==> config.mk <==
export PLATFORM = sky130hd
export DESIGN_NAME = sse_top
export DESIGN_NICKNAME = d
export VERILOG_FILES = /design/src/design/sse_pkg.sv /design/src/design/sse_norm.sv /design/src/design/sse_top.sv
export VERILOG_INCLUDE_DIRS = /design/src /design/src/design
export SDC_FILE = /design/constraint.sdc
export NUM_CORES = 1
export LEC_CHECK = 0
export ABC_AREA = 1
export BUFFER_PORTS_ARGS = -buffer_cell sky130_fd_sc_hd__buf_2
export CAP_MARGIN = 30
export CELL_PAD_IN_SITES_DETAIL_PLACEMENT = 1
export CELL_PAD_IN_SITES_GLOBAL_PLACEMENT = 1
export CORE_ASPECT_RATIO = 1.1
export CORE_MARGIN = 8
export CORE_UTILIZATION = 25
export DETAILED_ROUTE_END_ITERATION = 12
export PLACE_DENSITY_LB_ADDON = 0.25
export SLEW_MARGIN = 10
export SYNTH_ARGS = -nofsm -noshare
export SYNTH_HDL_FRONTEND = slang
export SYNTH_HIERARCHICAL = 1
export SYNTH_SLANG_ARGS = --single-unit
==> constraint.sdc <==
create_clock -name clock_i -period 5.4 [get_ports clock_i]
set_clock_uncertainty 0.1 [all_clocks]
set_input_delay 1.08 -clock clock_i [delete_from_list [all_inputs] [get_ports clock_i]]
set_output_delay 1.08 -clock clock_i [all_outputs]
set_load 0.03 [all_outputs]
==> src/design/sse_map.svh <==
// Constant map for the monitoring status encoder: field positions, codes and limits.
`ifndef SSE_MAP_SVH
`define SSE_MAP_SVH

// Attribute flag word field positions.
`define SSE_FLAG_PREFAIL_BIT 0
`define SSE_FLAG_ONLINE_BIT  1

// Normalized value end points.
`define SSE_NORM_MIN      8'h01
`define SSE_NORM_MAX      8'h64
`define SSE_NORM_PERF_MAX 8'hfd
`define SSE_NORM_WIN      8'hff

// Background collection status byte.
`define SSE_COLL_AUTO_BIT 7
`define SSE_COLL_NEVER    7'h00
`define SSE_COLL_DONE     7'h02
`define SSE_COLL_SUSP     7'h04
`define SSE_COLL_ABORT    7'h05
`define SSE_COLL_FATAL    7'h06
`define SSE_SEG_PTR       8'h01

// Collection capability bit positions.
`define SSE_CAP_IMM_BIT   0
`define SSE_CAP_AUTO_BIT  1
`define SSE_CAP_ABORT_BIT 2
`define SSE_CAP_SCAN_BIT  3
`define SSE_CAP_ST_BIT    4
`define SSE_CAP_SEL_BIT   6

// Monitoring capability word and its bits.
`define SSE_SMART_CAP      16'h0003
`define SSE_SMART_SAVE_BIT 0
`define SSE_SMART_AUTO_BIT 1

// Self-test status byte codes and limits.
`define SSE_ST_OK        4'h0
`define SSE_ST_HOST_ABRT 4'h1
`define SSE_ST_RESET     4'h2
`define SSE_ST_FATAL     4'h3
`define SSE_ST_FAIL_BASE 4'h4
`define SSE_ST_RUNNING   4'hf
`define SSE_ST_PCT_MAX   4'h9

// Timing: one second at the 4 ns clock.
`define SSE_SEC_NS 1000000000
`define SSE_CLK_NS 4

`endif

==> src/design/sse_pkg.sv <==
// Types shared by the monitoring status encoder.
package sse_pkg;

  typedef enum logic [1:0] {
    SSE_COLL_IDLE = 2'b00,
    SSE_COLL_RUN  = 2'b01,
    SSE_COLL_HOLD = 2'b10
  } sse_coll_state_t;

  typedef enum logic [1:0] {
    SSE_PS_IDLE = 2'b00,
    SSE_PS_SAVE = 2'b01,
    SSE_PS_WAIT = 2'b10
  } sse_pwr_state_t;

  typedef enum logic [1:0] {
    SSE_ELEM_UNKNOWN = 2'b00,
    SSE_ELEM_ELEC    = 2'b01,
    SSE_ELEM_SERVO   = 2'b10,
    SSE_ELEM_READ    = 2'b11
  } sse_elem_t;

endpackage

==> src/design/sse_norm.sv <==
// Raw error samples to normalized attribute value conversion.
`timescale 1ns/100ps
`include "sse_map.svh"

module sse_norm
  import sse_pkg::*;
(
  input  wire logic       clock_i,
  input  wire logic       sys_rst_i,
  input  wire logic       sample_i,
  input  wire logic       err_i,
  input  wire logic       perf_i,
  output logic      [7:0] value_o
);

  logic [7:0] ops_reg;
  logic [7:0] err_reg;
  logic [7:0] value_reg;
  logic [7:0] target;
  logic [7:0] ceil_val;

  function automatic logic [7:0] sat_sub(input logic [7:0] a, input logic [7:0] b);
    sat_sub = (a > b) ? 8'(a - b) : 8'h00;
  endfunction

  assign ceil_val = perf_i ? `SSE_NORM_PERF_MAX : `SSE_NORM_MAX;
  always_comb begin
    target = sat_sub(ceil_val, err_reg);
    if (target < `SSE_NORM_MIN) begin
      target = `SSE_NORM_MIN;
    end
  end

  // Errors are only judged over a full window of samples, and the value moves
  // one step per window unless a lowered ceiling clamps it at once, so an early burst cannot drag it to the threshold.
  always_ff @(posedge clock_i) begin
    if (sys_rst_i) begin
      ops_reg <= 8'h00;
      err_reg <= 8'h00;
    end else if (sample_i) begin
      if (ops_reg == `SSE_NORM_WIN) begin
        ops_reg <= 8'h00;
        err_reg <= 8'h00;
      end else begin
        ops_reg <= 8'(ops_reg + 8'h01);
        if (err_i && err_reg != 8'hff) begin
          err_reg <= 8'(err_reg + 8'h01);
        end
      end
    end
  end

  always_ff @(posedge clock_i) begin
    if (sys_rst_i) begin
      value_reg <= `SSE_NORM_MAX;
    end else if (value_reg > ceil_val) begin
      value_reg <= ceil_val;
    end else if (sample_i && ops_reg == `SSE_NORM_WIN) begin
      if (target > value_reg) begin
        value_reg <= 8'(value_reg + 8'h01);
      end else if (target < value_reg) begin
        value_reg <= 8'(value_reg - 8'h01);
      end
    end
  end

  assign value_o = value_reg;

endmodule // sse_norm

==> src/design/sse_top.sv <==
// Monitoring status encoder: attribute flags, collection, self-test and capability fields.
`timescale 1ns/100ps
`include "sse_map.svh"

// Overview of operation
// - flag bit 0 clear and value at or below threshold signals advisory.
// - flag bit 0 set and value at or below threshold signals pre-failure.
// - flag bit 1 set means value also updates on-line, else only in background.
// - normalized values run from 1 up to 100.
// - performance and error-rate attributes may rise up to 253.
// - a short early error burst cannot push the value past threshold.
// - collection status bit 7 mirrors automatic collection enable.
// - code 0 before any collection, code 2 after clean completion.
// - code 4 suspended, 5 aborted by command, 6 fatal error.
// - self-test remaining work in tenths in bits 0 to 3, at most 9.
// - self-test status in bits 4 to 7, code 0 passed or never run.
// - code 1 host abort, 2 reset interruption, 3 fatal or unknown error.
// - failures report 4 unknown, 5 electrical, 6 servo, 7 read element.
// - code 15 while a self-test is running.
// - report whole seconds needed to finish background collection.
// - segment pointer always reads one.
// - capability bits 0 and 1 show immediate and automatic collection support.
// - capability bit 2 set aborts on new command, clear suspends then resumes.
// - bits 3, 4, 6 show scan, self-test, selective test; 5 and 7 zero.
// - monitoring capability word reads 03h.
// - attributes are saved before entering standby or sleep.
// - capability bit 1 declares autosave enable command support.
module sse_top
  import sse_pkg::*;
#(
  parameter int SEC_CYCLES = `SSE_SEC_NS / `SSE_CLK_NS
)
(
  input  wire logic        clock_i,
  input  wire logic        sys_rst_i,
  input  wire logic        raw_valid_i,
  input  wire logic        raw_err_i,
  input  wire logic        perf_attr_i,
  input  wire logic        prefail_cfg_i,
  input  wire logic        online_cfg_i,
  input  wire logic [7:0]  threshold_i,
  output logic      [7:0]  attr_value_o,
  output logic      [15:0] attr_flags_o,
  output logic             advisory_o,
  output logic             prefail_o,
  input  wire logic        auto_coll_en_i,
  input  wire logic        coll_start_i,
  input  wire logic        coll_done_i,
  input  wire logic        coll_intr_i,
  input  wire logic        coll_resume_i,
  input  wire logic        coll_fatal_i,
  input  wire logic [15:0] coll_time_est_i,
  output logic      [7:0]  coll_status_o,
  output logic      [15:0] coll_time_o,
  output logic      [7:0]  seg_ptr_o,
  input  wire logic        cap_imm_i,
  input  wire logic        cap_auto_i,
  input  wire logic        cap_abort_i,
  input  wire logic        cap_scan_i,
  input  wire logic        cap_st_i,
  input  wire logic        cap_sel_i,
  output logic      [7:0]  coll_cap_o,
  output logic      [15:0] smart_cap_o,
  input  wire logic        st_start_i,
  input  wire logic        st_remain_vld_i,
  input  wire logic [3:0]  st_remain_i,
  input  wire logic        st_done_i,
  input  wire logic        st_fail_i,
  input  wire logic [1:0]  st_elem_i,
  input  wire logic        st_host_abort_i,
  input  wire logic        st_link_reset_i,
  input  wire logic        st_fatal_i,
  output logic      [7:0]  st_status_o,
  input  wire logic        pwr_save_req_i,
  input  wire logic        save_done_i,
  output logic             attr_save_o,
  output logic             pwr_save_go_o
);

  // Attribute path.

  logic            coll_running;
  logic            norm_sample;
  logic [7:0]      norm_value;
  logic [15:0]     flags_reg;
  logic            advisory_reg;
  logic            prefail_reg;
  logic            trip;

  function automatic logic [3:0] clamp_pct(input logic [3:0] pct);
    clamp_pct = (pct > `SSE_ST_PCT_MAX) ? `SSE_ST_PCT_MAX : pct;
  endfunction

  // Off-line-only attributes move only while background collection runs.
  assign norm_sample = raw_valid_i && (online_cfg_i || coll_running);

  sse_norm u_norm (
    .clock_i   (clock_i),
    .sys_rst_i (sys_rst_i),
    .sample_i  (norm_sample),
    .err_i     (raw_err_i),
    .perf_i    (perf_attr_i),
    .value_o   (norm_value)
  );

  assign trip = (norm_value <= threshold_i);

  always_ff @(posedge clock_i) begin
    if (sys_rst_i) begin
      flags_reg <= 16'h0000;
    end else begin
      flags_reg                       <= 16'h0000;
      flags_reg[`SSE_FLAG_PREFAIL_BIT] <= prefail_cfg_i;
      flags_reg[`SSE_FLAG_ONLINE_BIT]  <= online_cfg_i;
    end
  end

  always_ff @(posedge clock_i) begin
    if (sys_rst_i) begin
      advisory_reg <= 1'b0;
      prefail_reg  <= 1'b0;
    end else begin
      advisory_reg <= trip && !prefail_cfg_i;
      prefail_reg  <= trip && prefail_cfg_i;
    end
  end

  assign attr_value_o = norm_value;
  assign attr_flags_o = flags_reg;
  assign advisory_o   = advisory_reg;
  assign prefail_o    = prefail_reg;

  // Background collection.

  sse_coll_state_t coll_state_reg;
  sse_coll_state_t coll_state_next;
  logic [6:0]      coll_code_reg;
  logic [7:0]      coll_status_reg;
  logic [31:0]     tick_cnt_reg;
  logic [15:0]     run_secs_reg;
  logic [15:0]     meas_secs_reg;
  logic            meas_vld_reg;
  logic [15:0]     coll_time_reg;
  logic            sec_tick;

  assign coll_running = (coll_state_reg == SSE_COLL_RUN);

  always_comb begin
    coll_state_next = coll_state_reg;
    case (coll_state_reg)
      SSE_COLL_IDLE: begin
        if (coll_start_i) begin
          coll_state_next = SSE_COLL_RUN;
        end
      end
      SSE_COLL_RUN: begin
        if (coll_fatal_i || coll_done_i) begin
          coll_state_next = SSE_COLL_IDLE;
        end else if (coll_intr_i) begin
          coll_state_next = cap_abort_i ? SSE_COLL_IDLE : SSE_COLL_HOLD;
        end
      end
      SSE_COLL_HOLD: begin
        if (coll_fatal_i) begin
          coll_state_next = SSE_COLL_IDLE;
        end else if (coll_resume_i) begin
          coll_state_next = SSE_COLL_RUN;
        end else if (coll_start_i) begin
          coll_state_next = SSE_COLL_RUN;
        end
      end
      default: begin
        coll_state_next = SSE_COLL_IDLE;
      end
    endcase
  end

  always_ff @(posedge clock_i) begin
    if (sys_rst_i) begin
      coll_state_reg <= SSE_COLL_IDLE;
    end else begin
      coll_state_reg <= coll_state_next;
    end
  end

  // A start leaves the last code in place; only outcomes change it.
  always_ff @(posedge clock_i) begin
    if (sys_rst_i) begin
      coll_code_reg <= `SSE_COLL_NEVER;
    end else if (coll_state_reg != SSE_COLL_IDLE) begin
      if (coll_fatal_i) begin
        coll_code_reg <= `SSE_COLL_FATAL;
      end else if (coll_running && coll_done_i) begin
        coll_code_reg <= `SSE_COLL_DONE;
      end else if (coll_running && coll_intr_i) begin
        coll_code_reg <= cap_abort_i ? `SSE_COLL_ABORT : `SSE_COLL_SUSP;
      end
    end
  end

  // The enable bit and the code leave one register so a read is never torn.
  always_ff @(posedge clock_i) begin
    if (sys_rst_i) begin
      coll_status_reg <= 8'h00;
    end else begin
      coll_status_reg <= {auto_coll_en_i, coll_code_reg};
    end
  end

  assign sec_tick = (tick_cnt_reg == 32'(SEC_CYCLES - 1));

  always_ff @(posedge clock_i) begin
    if (sys_rst_i) begin
      tick_cnt_reg <= 32'h0000_0000;
    end else if (!coll_running || sec_tick) begin
      tick_cnt_reg <= 32'h0000_0000;
    end else begin
      tick_cnt_reg <= 32'(tick_cnt_reg + 32'h0000_0001);
    end
  end

  // Run time is accumulated across suspensions; a fresh start clears it.
  always_ff @(posedge clock_i) begin
    if (sys_rst_i) begin
      run_secs_reg <= 16'h0000;
    end else if (coll_state_reg == SSE_COLL_IDLE && coll_start_i) begin
      run_secs_reg <= 16'h0000;
    end else if (sec_tick && run_secs_reg != 16'hffff) begin
      run_secs_reg <= 16'(run_secs_reg + 16'h0001);
    end
  end

  // A partial second still costs the host a whole one, so round up.
  always_ff @(posedge clock_i) begin
    if (sys_rst_i) begin
      meas_secs_reg <= 16'h0000;
      meas_vld_reg  <= 1'b0;
    end else if (coll_running && coll_done_i && !coll_fatal_i) begin
      meas_secs_reg <= (run_secs_reg == 16'hffff) ? run_secs_reg
                       : 16'(run_secs_reg + 16'h0001);
      meas_vld_reg  <= 1'b1;
    end
  end

  always_ff @(posedge clock_i) begin
    if (sys_rst_i) begin
      coll_time_reg <= 16'h0000;
    end else if (meas_vld_reg && meas_secs_reg > coll_time_est_i) begin
      coll_time_reg <= meas_secs_reg;
    end else begin
      coll_time_reg <= coll_time_est_i;
    end
  end

  assign coll_status_o = coll_status_reg;
  assign coll_time_o   = coll_time_reg;
  assign seg_ptr_o     = `SSE_SEG_PTR;

  // Capability fields.

  logic [7:0] cap_reg;

  always_ff @(posedge clock_i) begin
    if (sys_rst_i) begin
      cap_reg <= 8'h00;
    end else begin
      cap_reg                     <= 8'h00;
      cap_reg[`SSE_CAP_IMM_BIT]   <= cap_imm_i;
      cap_reg[`SSE_CAP_AUTO_BIT]  <= cap_auto_i;
      cap_reg[`SSE_CAP_ABORT_BIT] <= cap_abort_i;
      cap_reg[`SSE_CAP_SCAN_BIT]  <= cap_scan_i;
      cap_reg[`SSE_CAP_ST_BIT]    <= cap_st_i;
      cap_reg[`SSE_CAP_SEL_BIT]   <= cap_sel_i;
    end
  end

  assign coll_cap_o  = cap_reg;
  assign smart_cap_o = `SSE_SMART_CAP;

  // Self-test status byte.

  logic [7:0] st_status_reg;
  logic       st_running;

  assign st_running = (st_status_reg[7:4] == `SSE_ST_RUNNING);

  // Outcome events outrank progress updates; code and progress are always written
  // in the same edge, which is why they share one register.
  always_ff @(posedge clock_i) begin
    if (sys_rst_i) begin
      st_status_reg <= {`SSE_ST_OK, 4'h0};
    end else if (st_start_i && !st_running) begin
      st_status_reg <= {`SSE_ST_RUNNING, `SSE_ST_PCT_MAX};
    end else if (st_running) begin
      if (st_fatal_i) begin
        st_status_reg <= {`SSE_ST_FATAL, st_status_reg[3:0]};
      end else if (st_link_reset_i) begin
        st_status_reg <= {`SSE_ST_RESET, st_status_reg[3:0]};
      end else if (st_host_abort_i) begin
        st_status_reg <= {`SSE_ST_HOST_ABRT, st_status_reg[3:0]};
      end else if (st_done_i && st_fail_i) begin
        st_status_reg <= {4'(`SSE_ST_FAIL_BASE + {2'b00, st_elem_i}), 4'h0};
      end else if (st_done_i) begin
        st_status_reg <= {`SSE_ST_OK, 4'h0};
      end else if (st_remain_vld_i) begin
        st_status_reg <= {`SSE_ST_RUNNING, clamp_pct(st_remain_i)};
      end
    end
  end

  assign st_status_o = st_status_reg;

  // Save before power saving.

  sse_pwr_state_t pwr_state_reg;
  sse_pwr_state_t pwr_state_next;
  logic           save_cap;

  assign save_cap = 1'(`SSE_SMART_CAP >> `SSE_SMART_SAVE_BIT);

  always_comb begin
    pwr_state_next = pwr_state_reg;
    case (pwr_state_reg)
      SSE_PS_IDLE: begin
        if (pwr_save_req_i) begin
          pwr_state_next = save_cap ? SSE_PS_SAVE : SSE_PS_IDLE;
        end
      end
      SSE_PS_SAVE: begin
        pwr_state_next = SSE_PS_WAIT;
      end
      SSE_PS_WAIT: begin
        if (save_done_i) begin
          pwr_state_next = SSE_PS_IDLE;
        end
      end
      default: begin
        pwr_state_next = SSE_PS_IDLE;
      end
    endcase
  end

  always_ff @(posedge clock_i) begin
    if (sys_rst_i) begin
      pwr_state_reg <= SSE_PS_IDLE;
    end else begin
      pwr_state_reg <= pwr_state_next;
    end
  end

  // Standby is only released once the store reports the save finished.
  assign attr_save_o   = (pwr_state_reg == SSE_PS_SAVE);
  assign pwr_save_go_o = (pwr_state_reg == SSE_PS_WAIT) && save_done_i;

endmodule // sse_top

==> metrics.cfg <==
[power_and_ir_drop]
powerDensity_nw_per_um2=297.4
intPower_w=0.001924
ir_worst_vdd_mv=0.1731
power.switching_w=0.0009778
power_leakage_nw=4.394
swShare_pct=33.69
pwr-share-seq_pct=37.1
p_clk_share_pct=39.6
power_frac_comb_pct=23.4

[die]
die_w_um=190.6
rows=70
die_h_um=208.0
initial_utilization_pct=25.31
core_sq_um=33110
dieArea_sq_um=39640
io_pins=150

[final_layout]
diodes=0
syn2layout_area_growth_pct=16.42
regArea_sq_um=2683
multiInputGateArea_sq_um=4629
fillers=4199
fin_cells=1770
drive_gt1_share_pct=14.72
layout.nets=1436
largest_reg_flops=32

[drt]
drt_iter0_drc=286
drc=0
num_vias=7846
first_pass_iters=4
wl_mm=24.99
ant_nets=0
viasPerCell=4.433
wl_per_cell_um=14.12

[clock_tree]
cts_made_buffers=17
cts_num_sinks=134
path_clk_slew_ns=0.06
cts_buffer_depth=2
ctsResizeCount=0
cts_tree=done
cts.htree.levels=4
root_buffer=clkbuf_16
insertion_delay_ns=0.43
postCtsHoldBufs=0
postCtsSetupBuffers=0

[timing]
maxSlewHeadroom_pct=49.27
hold_viol=0
worstMarginPinSlew_ns=0.7591
period_share_pct=85.58
rsz0062_at_grt=false
finalSetupTns_ns=0
fmax_mhz=216.4
fin_crit_ns=4.621
drv_slew=0
finalSetupViolations=0

[global_route]
grt_max_degree=38
top_usage_layer=met2
met1_usage_pct=15.84
overflow=0
met3_usage_pct=2.559
antenna_found_initial=0
grt_pass1_wl_mm=41.20
first_global_vias=8082
globalRouteMet2Util_pct=21.39
grt_util_all_layers_pct=12.64

[outcome]
outcome=finished, final reports clean

[critical_path]
path_max_fanout=10
worstPathArrival_ns=4.87
worstSetupPathType=primary input to flop
crit_path_frequent_cell=nand2_1
cpPeakStageDelay_ns=0.48
worstSetupEndpointType=flop
slowest_stage=ha_1
start_kind=primary input
worstPathRequired_ns=5.64

[synthesis]
yosys_warnings=6
synthesis.area_sq_um=8381
synth_seq_cells=134
synthesis.instances=1223
avgSynthCellArea_sq_um=6.852
yosysUniqueCellTypes=48
ys_seq_area_share_pct=32.01
ys.flop_type=dfxtp_1
synthArstFlopShare_pct=0
synth_edf_count=0

[run]
drv_cap=0

[worst_hold_path]
hold_path.class=flop to flop

[placement]
dp.cells=1738
place_congestion=0.8558
io_buffers=105
place_hpwl_mm=19.90

-- cell usage after synthesis (all sizes together) (4+ instances only) --
master	count	area, sq um
xor2	24	210.2
a31oi	6	37.54
dfxtp	134	2683
nand3	94	505.5
inv	199	747.0
nor3	33	190.2
xnor2	4	35.03
nand4	29	196.4
ha	52	650.6
nand2	238	918.4
clkbuf	8	30.03
nor2	152	650.6
a21oi	108	566.8
or2	11	68.82
o211ai	4	30.03
o21ai	40	204.0
buf	60	444.2
-- cell usage in the layout (no fill, tap or decap), drive strengths merged, types with 2 or more instances in the layout --
master and n:
conb 44, o31ai 3, ha 52, dfxtp 134
buf 109, nand3b 3, nand3 94, nand2 238
clkinvlp 3, o221ai 2, a21oi 108, or2 11
a211oi 2, clkinv 5, a31oi 6, o211ai 4
nor3b 2, nor2 152, nand4 29, o21ai 40
inv 204, nor3 33, xnor2 4, clkbuf 20
o21a 2, a21o 3, xor2 24
-- area by class of cell --
class                   instances  area share, %
multi-input cells             862          47.45
flip-flops and latches        134          27.49
inverters                     201          7.733
repair buffers                109          5.899
well taps                     432          5.540
clock buffers                  20          4.681
clock inverters                12          1.205
-- layer usage --
| metal | up-vias | routed length (um) |
|---|---|---|
| met5 | - | 0 |
| met2 | 117 | 11900 |
| met4 | 0 | 392 |
| li1 | 4046 | - |
| met3 | 25 | 943 |
| met1 | 3658 | 11750 |
-- final timing paths --
kind	from	depth (start not counted)	end	slack [ns]
setup / recovery	perf_attr_i	34	u_norm/value_o[5]	0.78
hold / removal	pwr_state_reg[0]	1	pwr_state_reg[0]	0.32
setup reg to reg	u_norm/err_reg[7]	28	u_norm/value_o[5]	1.26
hold reg to reg	pwr_state_reg[0]	1	pwr_state_reg[0]	0.32
-- cell families after synthesis --
logic type	count (synthesis)	synth area share, %
AO/OA/AOI/OAI	173	11.38
other	2	0.08961
buffers and inverters	269	14.66
flip-flops	134	32.01
adder cells (fa/ha/maj)	53	8.002
AND/OR/NAND/NOR	564	30.93
XOR/XNOR	28	2.926
-- critical path: cells and delay by family --
kind	cells	cell delay (ns)
buffers and inverters	6	0.54
and+or+nand+nor	21	1.98
adders and majority gates	4	1.03
AOI/OAI and AO/OA	3	0.25
-- power groups by stage --
stage	registers (W)	logic, W	clock network [W]
floorplan	0.00115	0.000467	0
global placement	0.00110	0.000670	0
detailed placement	0.00110	0.000683	0
CTS	0.00108	0.000688	0.00120
global route	0.00108	0.000775	0.00123
finish	0.00108	0.000678	0.00115
-- stage by stage --
| stage | utilization (%) | worst slack (ns) | hold slack (ns) | cell area [sq um] | total power [W] |
|---|---|---|---|---|---|
| floorplan | - | 1.010 | 0.2953 | 8538 | 0.001614 |
| global placement | 27.65 | 0.4399 | 0.3084 | 9155 | 0.001769 |
| detailed placement | 27.74 | 0.2895 | 0.3130 | 9183 | 0.001782 |
| CTS | 29.47 | 0.7342 | 0.3220 | 9757 | 0.002962 |
| global route | 29.47 | 0.2065 | 0.3297 | 9757 | 0.003089 |
| finish | 29.47 | 0.7788 | 0.3185 | 9757 | 0.002902 |
(Power assumes the default switching activity.)
